[src/core/cgs_pkg.sv]
// Shared constants, types and register map of the clock generator
package cgs_pkg;
  // Clock rates in kHz
  localparam int CLK_KHZ        = 25000;
  localparam int HS_OSC_KHZ     = 8000;
  localparam int LS_OSC_KHZ     = 240;
  // Supply/regulator settle wait in the low-threshold power-on mode
  localparam int REG_STAB_US    = 100;
  localparam int REG_STAB_CYC   = (REG_STAB_US * CLK_KHZ + 999) / 1000;
  localparam int RESET_PROC_CYC = 8;
  // Register byte offsets
  localparam logic [7:0] ADDR_OSC_MODE  = 8'h00;
  localparam logic [7:0] ADDR_INT_OSC   = 8'h04;
  localparam logic [7:0] ADDR_MAIN_OSC  = 8'h08;
  localparam logic [7:0] ADDR_MAIN_SEL  = 8'h0C;
  localparam logic [7:0] ADDR_STAB_STAT = 8'h10;
  localparam logic [7:0] ADDR_STAB_SEL  = 8'h14;
  localparam logic [7:0] ADDR_CPU_CLK   = 8'h18;
  localparam logic [7:0] ADDR_PORT12    = 8'h1C;
  localparam logic [7:0] ADDR_STANDBY   = 8'h20;
  // Reset values
  localparam logic [7:0] OSC_MODE_RST   = 8'h00;
  localparam logic [7:0] INT_OSC_RST    = 8'h00;
  localparam logic [7:0] MAIN_OSC_RST   = 8'h80;
  localparam logic [7:0] MAIN_SEL_RST   = 8'h00;
  localparam logic [7:0] STAB_SEL_RST   = 8'h05;
  localparam logic [7:0] CPU_CLK_RST    = 8'h01;
  localparam logic [7:0] PORT12_RST     = 8'hFF;
  // Field positions
  localparam int SUBPIN_BIT   = 4;
  localparam int EXT_SUB_BIT  = 5;
  localparam int MAINPIN_BIT  = 6;
  localparam int EXT_MAIN_BIT = 7;
  localparam int HS_STOP_BIT  = 0;
  localparam int LS_STOP_BIT  = 1;
  localparam int MAIN_OSC_STOP_BIT    = 7;
  localparam int MAIN_SEL_BIT = 0;
  localparam int MAIN_STS_BIT = 1;
  localparam int SUB_SEL_BIT  = 4;
  localparam int SUB_STS_BIT  = 5;
  localparam int PIN1_DIR_BIT = 3;
  localparam int PIN2_DIR_BIT = 4;
  localparam int STOP_CMD_BIT = 0;
  localparam int HALTED_BIT   = 1;
  // Stabilization select codes and crystal-cycle exponents
  localparam logic [2:0] STAB_CODE_MIN = 3'h1;
  localparam logic [2:0] STAB_CODE_MAX = 3'h5;
  localparam int STAB_EXP [5] = '{11, 13, 14, 15, 16};
  localparam logic [2:0] DIV_MAX = 3'h4;
  // CPU clock sources
  localparam logic [1:0] SRC_HS   = 2'h0;
  localparam logic [1:0] SRC_MAIN = 2'h1;
  localparam logic [1:0] SRC_SUB  = 2'h2;

  // Start-up option straps
  typedef struct packed {
    logic ls_stoppable;
    logic wdt_enable;
    logic poweron_clear_mode;
  } cgs_option_s;

  // Oscillator enable pulses
  typedef struct packed {
    logic hs;
    logic main;
    logic sub;
  } cgs_tick_s;

  // Power and standby sequence
  typedef enum logic [5:0] {
    ST_POR       = 6'h01,
    ST_REG_WAIT  = 6'h02,
    ST_RST_PROC  = 6'h04,
    ST_RUN       = 6'h08,
    ST_STOP      = 6'h10,
    ST_STOP_WAIT = 6'h20
  } cgs_state_e;
endpackage : cgs_pkg

[src/core/cgs_cpu_clock_mux.sv]
// CPU clock source selection and prescaler
`timescale 1ns/100ps
`default_nettype none
module cgs_cpu_clock_mux (
  input  wire logic              clk_in,       // System clock
  input  wire logic              reset_in,     // Sync reset, high
  input  wire cgs_pkg::cgs_tick_s ticks_in,    // Oscillator pulses
  input  wire logic              main_sel_in,  // Main clock on high-speed system clock
  input  wire logic              sub_sel_in,   // CPU on subsystem clock
  input  wire logic [2:0]        div_in,       // Prescaler exponent
  input  wire logic              run_in,       // CPU may run
  output logic                   cpu_tick_out, // CPU clock pulse
  output logic                   prs_tick_out, // Peripheral clock pulse
  output logic [1:0]             src_out       // Source in use
);
  import cgs_pkg::*;

  logic [1:0] src_r;
  logic [3:0] cnt_r;
  logic [3:0] mask;
  logic       fxp_tick;
  logic       bound;
  logic [1:0] req_src;

  // Divided main system clock; sub clock bypasses the prescaler
  always_comb begin
    mask     = 4'((5'h01 << div_in) - 5'h01);
    fxp_tick = (src_r == SRC_MAIN) ? ticks_in.main : ticks_in.hs;
    if (src_r == SRC_SUB) begin
      bound = ticks_in.sub;
    end else begin
      bound = fxp_tick && ((cnt_r & mask) == mask);
    end
    if (sub_sel_in) begin
      req_src = SRC_SUB;
    end else if (main_sel_in) begin
      req_src = SRC_MAIN;
    end else begin
      req_src = SRC_HS;
    end
  end

  // Source only changes at a full period boundary
  always_ff @(posedge clk_in) begin
    if (reset_in) begin
      src_r <= SRC_HS;
      cnt_r <= 4'h0;
    end else begin
      if (bound) begin
        src_r <= req_src;
        cnt_r <= 4'h0;
      end else if (fxp_tick && src_r != SRC_SUB) begin
        cnt_r <= cnt_r + 4'h1;
      end
    end
  end

  // Registered outputs
  always_ff @(posedge clk_in) begin
    if (reset_in) begin
      cpu_tick_out <= 1'b0;
      prs_tick_out <= 1'b0;
      src_out      <= SRC_HS;
    end else begin
      cpu_tick_out <= bound && run_in;
      prs_tick_out <= main_sel_in ? ticks_in.main : ticks_in.hs;
      src_out      <= src_r;
    end
  end
endmodule : cgs_cpu_clock_mux
`default_nettype wire

[src/core/cgs_clock_generator.sv]
// Clock generator start-up, oscillator control and stabilization status
//
// Decided for this implementation: the placing of the registers and the Avalon-MM slave port.
`timescale 1ns/100ps
`default_nettype none
// Functional notes
// - High-speed oscillator starts itself at 8 MHz
// - Low-speed clock feeds only watchdog, timer one
// - Low-speed stop allowed only when strap permits
// - Low-speed oscillator starts; 240 kHz watchdog clock
// - CPU starts on internal high-speed clock
// - Prescaler divides main system clock for CPU
// - Port 12 bits 3,4: 1 input, 0 output
// - Mode 0: release above 1.59 V
// - Mode 1: release above 2.7 V
// - Mode 0 waits regulator settle before running
// - Mode 1 does reset processing directly
// - STOP release on crystal waits selected time
// - External clock input needs no wait
// - STOP halts internal high-speed and main clocks
// - Unused clocks may be stopped by software
// - Select codes 1 to 5, reset 05H
// - Status bits set in order, stay set
// - Reset, STOP, main stop clear status
module cgs_clock_generator #(
  parameter int STAB_SHIFT = 0 // Shortens crystal waits by 2^n
) (
  input  wire logic                 clk_in,               // 25 MHz clock
  input  wire logic                 reset_in,             // Sync reset, high
  input  wire logic [7:0]           avs_address_in,       // Byte address
  input  wire logic                 avs_read_in,          // Read request
  input  wire logic                 avs_write_in,         // Write request
  input  wire logic [31:0]          avs_writedata_in,     // Write data
  output logic [31:0]               avs_readdata_out,     // Read data
  output logic                      avs_waitrequest_out,  // Stall
  input  wire cgs_pkg::cgs_option_s option_straps_in,     // Start-up options
  input  wire logic                 supply_1v59_ok_in,    // Supply above 1.59 V
  input  wire logic                 supply_2v7_ok_in,     // Supply above 2.7 V
  input  wire logic                 stop_release_in,      // STOP wake event
  input  wire logic                 main_crystal_osc_in,  // Crystal main pulse
  input  wire logic                 ext_main_clock_pin_in,// External main pulse
  input  wire logic                 sub_crystal_osc_in,   // Crystal sub pulse
  input  wire logic                 ext_sub_clock_pin_in, // External sub pulse
  input  wire logic [1:0]           subclock_pin_data_in, // Port data to pins
  output logic                      cpu_clk_en_out,       // CPU clock pulse
  output logic                      periph_clk_en_out,    // Peripheral clock pulse
  output logic                      watchdog_clk_en_out,  // Watchdog clock pulse
  output logic                      timer_one_ls_en_out,  // Timer one low-speed pulse
  output logic                      cpu_reset_out,        // CPU held in reset
  output logic                      cpu_halted_out,       // CPU in STOP
  output logic                      hs_osc_on_out,        // Internal fast osc on
  output logic                      ls_osc_on_out,        // Internal slow osc on
  output logic                      main_osc_on_out,      // Main osc enabled
  output logic                      sub_osc_on_out,       // Sub osc enabled
  output logic [1:0]                subclock_pin_out,     // Pin output data
  output logic [1:0]                subclock_pin_oe_out   // Pin drive enable
);
  import cgs_pkg::*;

  cgs_state_e  state_r;
  cgs_option_s opt_r;
  logic [11:0] seq_cnt_r;
  logic [7:0]  osc_mode_r;
  logic [7:0]  int_osc_r;
  logic        main_osc_stop_r;
  logic        main_sel_r;
  logic [2:0]  stab_sel_r;
  logic [2:0]  div_r;
  logic        sub_sel_r;
  logic [1:0]  pin_dir_r;
  logic [4:0]  stab_stat_r;
  logic [16:0] stab_cnt_r;
  logic        wait_r;
  logic        acc;
  logic        wr_en;
  logic        sys_rst;
  logic        in_stop;
  logic        supply_ok;
  logic        hs_on;
  logic        ls_on;
  logic        main_on;
  logic        main_ext;
  logic        stab_clr;
  logic        stab_done;
  logic [7:0]  rd_mux;
  logic [7:0]  wd;
  logic [1:0]  cur_src;
  logic        cpu_tick;
  logic        prs_tick;
  logic [1:0]  osc_tick;
  logic [1:0]  osc_on;
  cgs_tick_s   ticks;

  // Supply threshold chosen by the power-on-clear strap
  always_comb begin
    if (opt_r.poweron_clear_mode) begin
      supply_ok = supply_2v7_ok_in;
    end else begin
      supply_ok = supply_1v59_ok_in;
    end
  end

  assign sys_rst  = reset_in || (state_r == ST_POR);
  assign in_stop  = (state_r == ST_STOP);
  assign acc      = (avs_read_in || avs_write_in) && !wait_r;
  assign wr_en    = acc && avs_write_in;
  assign wd       = avs_writedata_in[7:0];
  assign main_ext = osc_mode_r[EXT_MAIN_BIT];

  // Oscillator run conditions
  always_comb begin
    hs_on   = !sys_rst && !in_stop && !int_osc_r[HS_STOP_BIT];
    ls_on   = !sys_rst && !(opt_r.ls_stoppable && int_osc_r[LS_STOP_BIT]);
    main_on = !sys_rst && !in_stop && osc_mode_r[MAINPIN_BIT] && !main_osc_stop_r;
    osc_on  = {ls_on, hs_on};
  end

  // Internal oscillators as phase accumulators on the system clock
  for (genvar g = 0; g < 2; g++) begin : g_int_osc
    localparam logic [14:0] INC = 15'((g == 0) ? HS_OSC_KHZ : LS_OSC_KHZ);
    logic [14:0] acc_r;
    always_ff @(posedge clk_in) begin
      if (!osc_on[g]) begin
        acc_r       <= 15'h0000;
        osc_tick[g] <= 1'b0;
      end else if (acc_r + INC >= 15'(CLK_KHZ)) begin
        acc_r       <= acc_r + INC - 15'(CLK_KHZ);
        osc_tick[g] <= 1'b1;
      end else begin
        acc_r       <= acc_r + INC;
        osc_tick[g] <= 1'b0;
      end
    end
  end

  // Oscillator pulses into the CPU clock mux
  always_comb begin
    ticks.hs   = osc_tick[0];
    ticks.main = main_on && (main_ext ? ext_main_clock_pin_in : main_crystal_osc_in);
    ticks.sub  = osc_mode_r[SUBPIN_BIT] &&
                 (osc_mode_r[EXT_SUB_BIT] ? ext_sub_clock_pin_in : sub_crystal_osc_in);
  end

  cgs_cpu_clock_mux u_mux (
    .clk_in       (clk_in),
    .reset_in     (sys_rst),
    .ticks_in     (ticks),
    .main_sel_in  (main_sel_r),
    .sub_sel_in   (sub_sel_r),
    .div_in       (div_r),
    .run_in       (state_r == ST_RUN),
    .cpu_tick_out (cpu_tick),
    .prs_tick_out (prs_tick),
    .src_out      (cur_src)
  );

  // Straps are sampled while held in power-on reset, then frozen
  always_ff @(posedge clk_in) begin
    if (state_r == ST_POR) begin
      opt_r <= option_straps_in;
    end
  end

  // Power-on and standby sequence
  always_ff @(posedge clk_in) begin
    if (reset_in || !supply_ok) begin
      state_r   <= ST_POR;
      seq_cnt_r <= 12'h000;
    end else begin
      seq_cnt_r <= seq_cnt_r + 12'h001;
      unique case (state_r)
        ST_POR: begin
          seq_cnt_r <= 12'h000;
          state_r   <= opt_r.poweron_clear_mode ? ST_RST_PROC : ST_REG_WAIT;
        end
        ST_REG_WAIT: begin
          if (seq_cnt_r == 12'(REG_STAB_CYC - 1)) begin
            seq_cnt_r <= 12'h000;
            state_r   <= ST_RST_PROC;
          end
        end
        ST_RST_PROC: begin
          if (seq_cnt_r == 12'(RESET_PROC_CYC - 1)) begin
            state_r <= ST_RUN;
          end
        end
        ST_RUN: begin
          if (wr_en && avs_address_in == ADDR_STANDBY && wd[STOP_CMD_BIT]) begin
            state_r <= ST_STOP;
          end
        end
        ST_STOP: begin
          if (stop_release_in) begin
            state_r <= (cur_src == SRC_MAIN) ? ST_STOP_WAIT : ST_RUN;
          end
        end
        ST_STOP_WAIT: begin
          if (stab_done) begin
            state_r <= ST_RUN;
          end
        end
      endcase
    end
  end

  // Pin and oscillator mode bits; sub osc cannot stop while it clocks the CPU
  always_ff @(posedge clk_in) begin
    if (sys_rst) begin
      osc_mode_r <= OSC_MODE_RST;
      pin_dir_r  <= {PORT12_RST[PIN2_DIR_BIT], PORT12_RST[PIN1_DIR_BIT]};
    end else if (wr_en) begin
      if (avs_address_in == ADDR_OSC_MODE) begin
        osc_mode_r <= {wd[7:4], 4'h0};
        if (cur_src == SRC_SUB || sub_sel_r) begin
          osc_mode_r[SUBPIN_BIT] <= osc_mode_r[SUBPIN_BIT];
        end
      end
      if (avs_address_in == ADDR_PORT12) begin
        pin_dir_r <= {wd[PIN2_DIR_BIT], wd[PIN1_DIR_BIT]};
      end
    end
  end

  // Oscillator stop bits; the clock in use by the CPU is never stopped
  always_ff @(posedge clk_in) begin
    if (sys_rst) begin
      int_osc_r <= INT_OSC_RST;
      main_osc_stop_r   <= MAIN_OSC_RST[MAIN_OSC_STOP_BIT];
    end else if (wr_en) begin
      if (avs_address_in == ADDR_INT_OSC) begin
        int_osc_r[LS_STOP_BIT] <= wd[LS_STOP_BIT];
        if (cur_src != SRC_HS && main_sel_r) begin
          int_osc_r[HS_STOP_BIT] <= wd[HS_STOP_BIT];
        end
      end
      if (avs_address_in == ADDR_MAIN_OSC && !(wd[MAIN_OSC_STOP_BIT] && cur_src == SRC_MAIN)) begin
        main_osc_stop_r <= wd[MAIN_OSC_STOP_BIT];
      end
    end
  end

  // Clock selection and prescaler setting
  always_ff @(posedge clk_in) begin
    if (sys_rst) begin
      main_sel_r <= MAIN_SEL_RST[MAIN_SEL_BIT];
      sub_sel_r  <= CPU_CLK_RST[SUB_SEL_BIT];
      div_r      <= CPU_CLK_RST[2:0];
      stab_sel_r <= STAB_SEL_RST[2:0];
    end else if (wr_en) begin
      if (avs_address_in == ADDR_MAIN_SEL) begin
        main_sel_r <= wd[MAIN_SEL_BIT];
      end
      if (avs_address_in == ADDR_CPU_CLK) begin
        sub_sel_r <= wd[SUB_SEL_BIT];
        if (wd[2:0] <= DIV_MAX) begin
          div_r <= wd[2:0];
        end
      end
      if (avs_address_in == ADDR_STAB_SEL && wd[2:0] >= STAB_CODE_MIN && wd[2:0] <= STAB_CODE_MAX) begin
        stab_sel_r <= wd[2:0];
      end
    end
  end

  // Clear during reset, in STOP or while the main oscillator is stopped
  assign stab_clr = sys_rst || in_stop || main_osc_stop_r;

  // Crystal cycle counter, capped at the selected wait
  always_ff @(posedge clk_in) begin
    if (stab_clr || main_ext) begin
      stab_cnt_r <= 17'h00000;
    end else if (ticks.main && !stab_done) begin
      stab_cnt_r <= stab_cnt_r + 17'h00001;
    end
  end

  // Status bits, bit 4 for the shortest wait, set in order and held
  for (genvar i = 0; i < 5; i++) begin : g_stab
    localparam logic [16:0] THR = 17'(17'h00001 << (STAB_EXP[i] - STAB_SHIFT));
    always_ff @(posedge clk_in) begin
      if (stab_clr) begin
        stab_stat_r[4 - i] <= 1'b0;
      end else if (main_on && i < int'(stab_sel_r) && (main_ext || stab_cnt_r >= THR)) begin
        stab_stat_r[4 - i] <= 1'b1;
      end
    end
  end

  // Selected wait reached: the status bit of the selected code
  assign stab_done = main_ext ? main_on : stab_stat_r[3'd5 - stab_sel_r];

  // Register read multiplexer
  always_comb begin
    unique case (avs_address_in)
      ADDR_OSC_MODE:  rd_mux = osc_mode_r;
      ADDR_INT_OSC:   rd_mux = int_osc_r;
      ADDR_MAIN_OSC:  rd_mux = {main_osc_stop_r, 7'h00};
      ADDR_MAIN_SEL:  rd_mux = {6'h00, cur_src == SRC_MAIN, main_sel_r};
      ADDR_STAB_STAT: rd_mux = {3'h0, stab_stat_r};
      ADDR_STAB_SEL:  rd_mux = {5'h00, stab_sel_r};
      ADDR_CPU_CLK:   rd_mux = {2'h0, cur_src == SRC_SUB, sub_sel_r, 1'b0, div_r};
      ADDR_PORT12:    rd_mux = {3'h7, pin_dir_r, 3'h7};
      ADDR_STANDBY:   rd_mux = {6'h00, cpu_halted_out, 1'b0};
      default:        rd_mux = 8'h00;
    endcase
  end

  // Avalon slave: one wait cycle, then the access completes
  always_ff @(posedge clk_in) begin
    if (reset_in) begin
      wait_r           <= 1'b1;
      avs_readdata_out <= 32'h0000_0000;
    end else begin
      wait_r <= !((avs_read_in || avs_write_in) && wait_r);
      if (avs_read_in && wait_r) begin
        avs_readdata_out <= {24'h00_0000, rd_mux};
      end
    end
  end
  assign avs_waitrequest_out = wait_r;

  // Clock enables and status outputs
  always_ff @(posedge clk_in) begin
    if (reset_in) begin
      cpu_clk_en_out      <= 1'b0;
      periph_clk_en_out   <= 1'b0;
      watchdog_clk_en_out <= 1'b0;
      timer_one_ls_en_out <= 1'b0;
      cpu_reset_out       <= 1'b1;
      cpu_halted_out      <= 1'b0;
      hs_osc_on_out       <= 1'b0;
      ls_osc_on_out       <= 1'b0;
      main_osc_on_out     <= 1'b0;
      sub_osc_on_out      <= 1'b0;
    end else begin
      cpu_clk_en_out      <= cpu_tick;
      periph_clk_en_out   <= prs_tick;
      watchdog_clk_en_out <= osc_tick[1] && opt_r.wdt_enable;
      timer_one_ls_en_out <= osc_tick[1];
      cpu_reset_out       <= state_r == ST_POR || state_r == ST_REG_WAIT || state_r == ST_RST_PROC;
      cpu_halted_out      <= in_stop || state_r == ST_STOP_WAIT;
      hs_osc_on_out       <= hs_on;
      ls_osc_on_out       <= ls_on;
      main_osc_on_out     <= main_on;
      sub_osc_on_out      <= osc_mode_r[SUBPIN_BIT];
    end
  end

  // Sub clock pins act as port I/O when not in oscillator mode
  always_ff @(posedge clk_in) begin
    if (reset_in) begin
      subclock_pin_out    <= 2'h0;
      subclock_pin_oe_out <= 2'h0;
    end else begin
      subclock_pin_out    <= subclock_pin_data_in;
      subclock_pin_oe_out <= osc_mode_r[SUBPIN_BIT] ? 2'h0 : ~pin_dir_r;
    end
  end
endmodule : cgs_clock_generator
`default_nettype wire

[config.mk]
export PLATFORM = sky130hd
export DESIGN_NAME = cgs_clock_generator
export DESIGN_NICKNAME = d
export VERILOG_FILES = /design/src/core/cgs_pkg.sv /design/src/core/cgs_cpu_clock_mux.sv /design/src/core/cgs_clock_generator.sv
export SDC_FILE = /design/constraint.sdc
export NUM_CORES = 1
export LEC_CHECK = 0
export BUFFER_PORTS_ARGS = -buffer_cell sky130_fd_sc_hd__buf_4
export CORE_ASPECT_RATIO = 0.9
export CORE_UTILIZATION = 50
export DETAILED_ROUTE_END_ITERATION = 8
export GPL_TIMING_DRIVEN = 1
export HOLD_SLACK_MARGIN = 0.1
export PLACE_DENSITY = 0.83
export SLEW_MARGIN = 10
export SYNTH_ARGS = -nofsm -noshare
export SYNTH_HDL_FRONTEND = slang
export SYNTH_HIERARCHICAL = 1
export SYNTH_SLANG_ARGS = --single-unit
[constraint.sdc]
create_clock -name clk_in -period 3.44 [get_ports clk_in]
set_input_delay 0.86 -clock clk_in [delete_from_list [all_inputs] [get_ports clk_in]]
set_output_delay 0.86 -clock clk_in [all_outputs]
set_load 0.1 [all_outputs]
==> results.md, run 1 <==
* TritonCTS clock tree: built
* Most common library cell in the layout ignoring fill and taps: dfxtp_1
* Power density cells at 508 mW/mm^2
* Final setup fails at 0
* Startpoint of the worst setup timing path: state_r[1]
* Clock-pin slew of the registers on the worst-case setup and hold paths at 60 ps
* Initial Util at 51.3%
* Worst EP required at 3710 ps
* Clock power share at 45.1%
* First-pass GRT wire length at 23200 microns
* Type of the worst setup path: flop to flop
* Avg WL per Cell at 14.0 microns
* Final sum of negative setup slack at 0 ps
* Sw Share at 29.8%
* Count of synthesis-stage warnings from yosys at 6
* Detailed-placement wirelength estimate at 10100 microns
* CTS root buf: clkbuf_16
* Core Rows at 39
* Most frequent cells in the layout: dfxtp_1 (116), nor2_1 (93), nand2_1 (66)
* EDFF count, synth at 3
* Largest stage delay, worst path at 610 ps
* Leakage power at 2.83 nW
* Synth Instances at 775
* Cell area after synthesis at 0.00654 sq mm
* Layout Nets at 894
* Max rail drop VDD at 0.324 mV
* Beginning of the worst register-to-register path: state_r[1]
* Postcts setup bufs at 0
* Area of the die at 0.0135 sq mm
* Clock network latency to the later pin of the worst-skew pair at 410 ps
* Number of input and output port buffers inserted at 54
* Area growth from synthesis to layout at 14.7%
* Kind of start point of the critical path: flop
* Share of final-layout standard cells stronger than drive strength 1 at 15.6%
* Routed wire length at 14000 microns
* Worst hold path type: flop to flop
* Count of hold-fix buffers inserted at cts at 0
* Pin count of the biggest net entering global routing at 18
* Finished Core Util at 58.9%
* Number of CTS-inserted buffers at 17
* Maximum buffer depth of the clock tree at 2
* Internal power at 2.67 mW
* Register bit total from synthesis at 119
* Number of H-tree levels at 4
* Area of the placeable core at 0.0127 sq mm
* Clock Sink Count at 119
* CP Cell Sequence: or4_4 -> nor3b_4 -> nor2_4 -> clkinv_2 -> or3_1 -> nand2b_1 -> nor2_1
* Detailed-route via count at 5489
* Part of the cycle the worst path needs at 79.2%
* Maximum net fanout on the critical path at 17
* Final count of hold timing violations at 0
* Number of fillers in the final layout at 1116
* Antenna Cells at 0
* Ys async rst share at 0%
* Antenna-violating nets left at 0
* Number of different library cells in the post-synthesis netlist at 89
* CP Capture Type: flop
* Initial antenna violation count at 0
* Pins Over Slew Limit at 0
* Die boundary height at 110 microns
* Reported max-cap violation count at 0
* Die X-Extent at 123 microns
* Final critical-path required period at 2730 ps
* Min-Delay Startpoint: u_mux/cpu_tick_out
* Resized Gates After CTS at 0
* First DRT Iteration DRCs at 302
* Transition time of the tightest slew-check pin at 875 ps
* # IOs at 103
* Worst path slowest cell: or4_4
* Synth Area per Inst at 8.43 sq um
* Vias in the first global route at 4984
* Gp weighted congestion at 0.878
* Clock Skew at 5.00 ps
* Most used flip-flop cell after synthesis: dfxtp_1
* Sequential group share of total power at 38.8%
* Unrepaired setup endpoints after global routing: no
* Grt ovf at 0
* Tightest slew margin relative to the limit at 41.3%
* Combinational Power Share at 16.1%
* First-pass detailed-route iteration total at 5
* Maximum clock frequency at 367 MHz
* Sequential-to-total area share from yosys stat at 36.9%
* Arrival time at the worst endpoint at 3000 ps
* Remaining DRCs at 0
* DR vias/cell at 5.51
* Status: completed
* Global-route total usage across every layer at 21.4%
* Switching power total at 1.14 mW
==> through the flow <==
stage,std cells,area (sq um),power [mW],worst slack [ps],hold WS (ps)
floorplan,798,6620,2.02,905,414
global placement,965,6920,2.10,677,424
detailed placement,965,6920,2.12,641,429
CTS,996,7500,3.84,709,436
global route,996,7500,3.98,502,471
finish,996,7500,3.81,714,438
==> cell usage after synthesis, types with 15 or more instances <==
cell type  number  area (sq um)
xnor2_1        27           236
nor3_1         29           145
inv_1          35           131
nor2_1         93           349
a21oi_1        35           175
clkbuf_1       17          63.8
mux2i_1        16           160
nand2_1        66           248
nand3_1        34           170
xor2_1         25           219
buf_4          25           188
dfxtp_1       116          2320
o21ai_0        34           170
ha_1           18           225
nor2b_1        15          93.8
==> layer usage <==
metal	vias to the layer above	global-route usage, %	wire (microns)
li1	2754	-	-
met1	2575	28.0	6650
met2	143	33.9	6360
met3	17	5.06	745
met4	0	7.56	225
met5	-	0	0
==> state kept, by name, summed over array words and instances, names as in the netlist, 4 cells and up <==
name and flops:
g_int_osc.acc_r 24, osc_mode_r 4, stab_cnt_r 17, seq_cnt_r 12, avs_readdata_out 8, stab_stat_r 5, state_r 6, u_mux/cnt_r 4
==> critical path, delay by kind of cell (launching register included) <==
family,cells,cell delay [ps]
and+or+nand+nor,6,2100
DFF,1,370
buffers and inverters,1,120
==> kinds of logic (layout without fill, tap and decap cells) <==
kind of cell	count (synthesis)	in the layout	share of synthesized area [%]
AO/OA/AOI/OAI	147	147	16.6
XOR/XNOR	52	52	6.97
adder cells (fa/ha/maj)	18	18	3.45
buffers and inverters	92	126	7.47
flip-flops	119	119	36.9
multiplexers	22	22	3.60
other	1	24	0.0574
AND/OR/NAND/NOR	324	324	25.0
==> path summary, 6_finish.rpt <==
kind	to	slack [ps]	depth (start not counted)
max	stab_cnt_r[13]	710	7
max reg2reg	stab_cnt_r[13]	710	7
min	cpu_clk_en_out	440	1
min reg2reg	cpu_clk_en_out	440	1
==> final cells by class <==
type | instances | area [sq um] | area share, %
repair buffers | 59 | 443 | 5.91
flip-flops and latches | 119 | 2410 | 32.2
multi-input cells | 587 | 3720 | 49.6
clock buffers | 17 | 425 | 5.67
well taps | 164 | 205 | 2.74
clock inverters | 14 | 154 | 2.05
inverters | 36 | 136 | 1.82
==> power by group through the flow <==
stage | logic (mW) | registers (mW) | clock network (mW)
after detailed placement | 0.608 | 1.51 | 0
after global placement | 0.595 | 1.51 | 0
after CTS | 0.612 | 1.48 | 1.75
final | 0.614 | 1.48 | 1.72
after floorplan | 0.500 | 1.52 | 0
after global routing | 0.667 | 1.49 | 1.82
Note: power is estimated with default switching activity, not from simulation.
==> run 2: changes to the inputs <==
--- a/config.mk
+++ b/config.mk
@@ -11,7 +11,7 @@
 export DETAILED_ROUTE_END_ITERATION = 8
 export GPL_TIMING_DRIVEN = 1
 export HOLD_SLACK_MARGIN = 0.1
-export PLACE_DENSITY = 0.83
+export PLACE_DENSITY = 0.86
 export SLEW_MARGIN = 10
 export SYNTH_ARGS = -nofsm -noshare
 export SYNTH_HDL_FRONTEND = slang
==> constraint.sdc (replaced) <==
create_clock -name clk_in -period 2.45 [get_ports clk_in]
set_input_delay 0.6125 -clock clk_in [delete_from_list [all_inputs] [get_ports clk_in]]
set_output_delay 0.6125 -clock clk_in [all_outputs]
set_load 0.1 [all_outputs]
==> run 2 against run 1 <==
Effect of this change: count of clock-buffer cells in the layout increased by 1; sequential cell count unchanged; cell count up 3.4%; combinational power rose by 59%; highest routed layer unchanged; routed wire length increased by 5.8%; maximum frequency up 16%; largest power group unchanged; register-to-register slack worse by 610 ps; core utilization is 2.6 points higher; die area stayed put.
==> results.md, run 2 (same netlist as run 1, synthesis figures left out) <==
* TritonCTS clock tree: built (unchanged)
* Post-Place Cells at 998 (was 965)
* Largest reg by FF count: g_int_osc.acc_r (unchanged)
* Power density cells at 718 mW/mm^2 (was 508 mW/mm^2)
* Status: completed (unchanged)
* Max rail drop VDD at 0.466 mV (was 0.324 mV)
* First-pass detailed-route iteration total at 5 (unchanged)
* Reported max-cap violation count at 0 (unchanged)
* Final sum of negative setup slack at 0 ps (unchanged)
* Most common library cell in the layout ignoring fill and taps: dfxtp_1 (unchanged)
* CTS root buf: clkbuf_16 (unchanged)
* Detailed-route via count at 5765 (was 5489)
* Maximum clock frequency at 425 MHz (was 367 MHz)
* First-pass GRT wire length at 24300 microns (was 23200 microns)
* Tightest slew margin relative to the limit at 47.0% (was 41.3%)
* Clock Skew at 6.50 ps (was 5.00 ps)
* Top flop regs: g_int_osc.acc_r: 24 flops, stab_cnt_r: 17 flops, seq_cnt_r: 12 flops (unchanged)
* Antenna Cells at 0 (unchanged)
* Arrival time at the worst endpoint at 2660 ps (was 3000 ps)
* CP Capture Type: flop (unchanged)
* Remaining DRCs at 0 (unchanged)
* Clock Sink Count at 119 (unchanged)
* # IOs at 103 (unchanged)
* Initial Util at 51.3% (unchanged)
* Grt ovf at 0 (unchanged)
* Number of H-tree levels at 4 (unchanged)
* Global-route total usage across every layer at 22.3% (was 21.4%)
* Unrepaired setup endpoints after global routing: no (unchanged)
* Final std cells w/o fill at 1030 (was 996)
* Kind of start point of the critical path: flop (unchanged)
* Worst hold path type: input pin to flop (was flop to flop)
* Transition time of the tightest slew-check pin at 786 ps (was 875 ps)
* Clock-pin slew of the registers on the worst-case setup and hold paths at 60 ps (about the same)
* Maximum net fanout on the critical path at 9 (was 17)
* Share of final-layout standard cells stronger than drive strength 1 at 19.4% (was 15.6%)
* Final critical-path required period at 2350 ps (was 2730 ps)
* Die X-Extent at 123 microns (unchanged)
* Routed wire length at 14800 microns (was 14000 microns)
* Pins Over Slew Limit at 0 (unchanged)
* Worst EP required at 2760 ps (was 3710 ps)
* Pin count of the biggest net entering global routing at 18 (unchanged)
* Number of flip-flops under the largest register name at 24 (unchanged)
* DR vias/cell at 5.60 (was 5.51)
* Area growth from synthesis to layout at 19.8% (was 14.7%)
* Antenna-violating nets left at 0 (unchanged)
* Initial antenna violation count at 0 (unchanged)
* Number of CTS-inserted buffers at 17 (unchanged)
* Maximum buffer depth of the clock tree at 2 (unchanged)
* First DRT Iteration DRCs at 287 (was 302)
* Number of input and output port buffers inserted at 54 (unchanged)
* Avg WL per Cell at 14.4 microns (was 14.0 microns)
* Area of the placeable core at 0.0127 sq mm (unchanged)
* Core Rows at 39 (unchanged)
* Area of the die at 0.0135 sq mm (unchanged)
* Gp weighted congestion at 0.896 (was 0.878)
* Layout Nets at 927 (was 894)
* Part of the cycle the worst path needs at 96.0% (was 79.2%)
* Most frequent cells in the layout: dfxtp_1 (116), nor2_1 (93), buf_4 (91) (was dfxtp_1 (116), nor2_1 (93), nand2_1 (66))
* Vias in the first global route at 5305 (was 4984)
* Final setup fails at 0 (unchanged)
* Clock network latency to the later pin of the worst-skew pair at 410 ps (about the same)
* Die boundary height at 110 microns (unchanged)
* Postcts setup bufs at 0 (unchanged)
* Leakage power at 3.03 nW (was 2.83 nW)
* Detailed-placement wirelength estimate at 10500 microns (was 10100 microns)
* Type of the worst setup path: flop to flop (unchanged)
* Final count of hold timing violations at 0 (unchanged)
==> run 2: power by group <==
group	internal, mW	total [mW]	switching, mW
logic	0.330	0.976	0.646
registers	2.00	2.06	0.0616
clock network	1.67	2.58	0.917
total	3.99	5.62	1.62
==> run 2: stage by stage <==
step                      power [mW]  hold WS [ps]  instance area, sq um  setup WS (ps)  utilization [%]
after floorplan                 2.84           414                  6620           11.9                -
after global placement          3.02           419                  7180           88.1             56.4
after detailed placement        3.05           429                  7180           45.6             56.4
after CTS                       5.63           368                  7800           23.7             61.3
after global routing            5.84           361                  7830           12.4             61.5
final                           5.62           377                  7830           98.9             61.5
==> run 2: layout make-up <==
cell class              count  area, sq um
clock buffers              18          450
clock inverters            14          171
repair buffers             92          703
flip-flops and latches    119         2410
multi-input cells         587         3750
well taps                 164          205
fillers                  1054         4910
inverters                  36          136
==> run 2: timing repair <==
action                                  in CTS  in global routing
endpoints found under the setup margin       1                 25
gates resized for setup                      1                  4
hold buffers                                 0                  0
==> run 2: critical path, cell delays in order, from the launching register on <==
cell and delay (ps):
dfxtp_1 320, or4_4 530, buf_4 170, nor3b_4 340, nor2_4 130, clkinv_2 110
or3_1 330, inv_1 150, and2_1 160
==> run 2: final timing paths <==
kind	start	to	slack, ps	depth (start not counted)
worst max-delay path	state_r[1]	osc_tick[0]	100	8
worst min-delay path	option_straps_in[2]	opt_r[2]	380	1
worst max register to register	state_r[1]	osc_tick[0]	100	8
worst min register to register	u_mux/cpu_tick_out	cpu_clk_en_out	450	1
==> run 2: routing by layer <==
metal	share of wire, %	vias up	track usage [%]
met5	0	-	0
met4	1.5	0	8.21
met3	6.8	22	5.17
met2	46	211	35.9
met1	45	2700	28.9
li1	-	2832	-
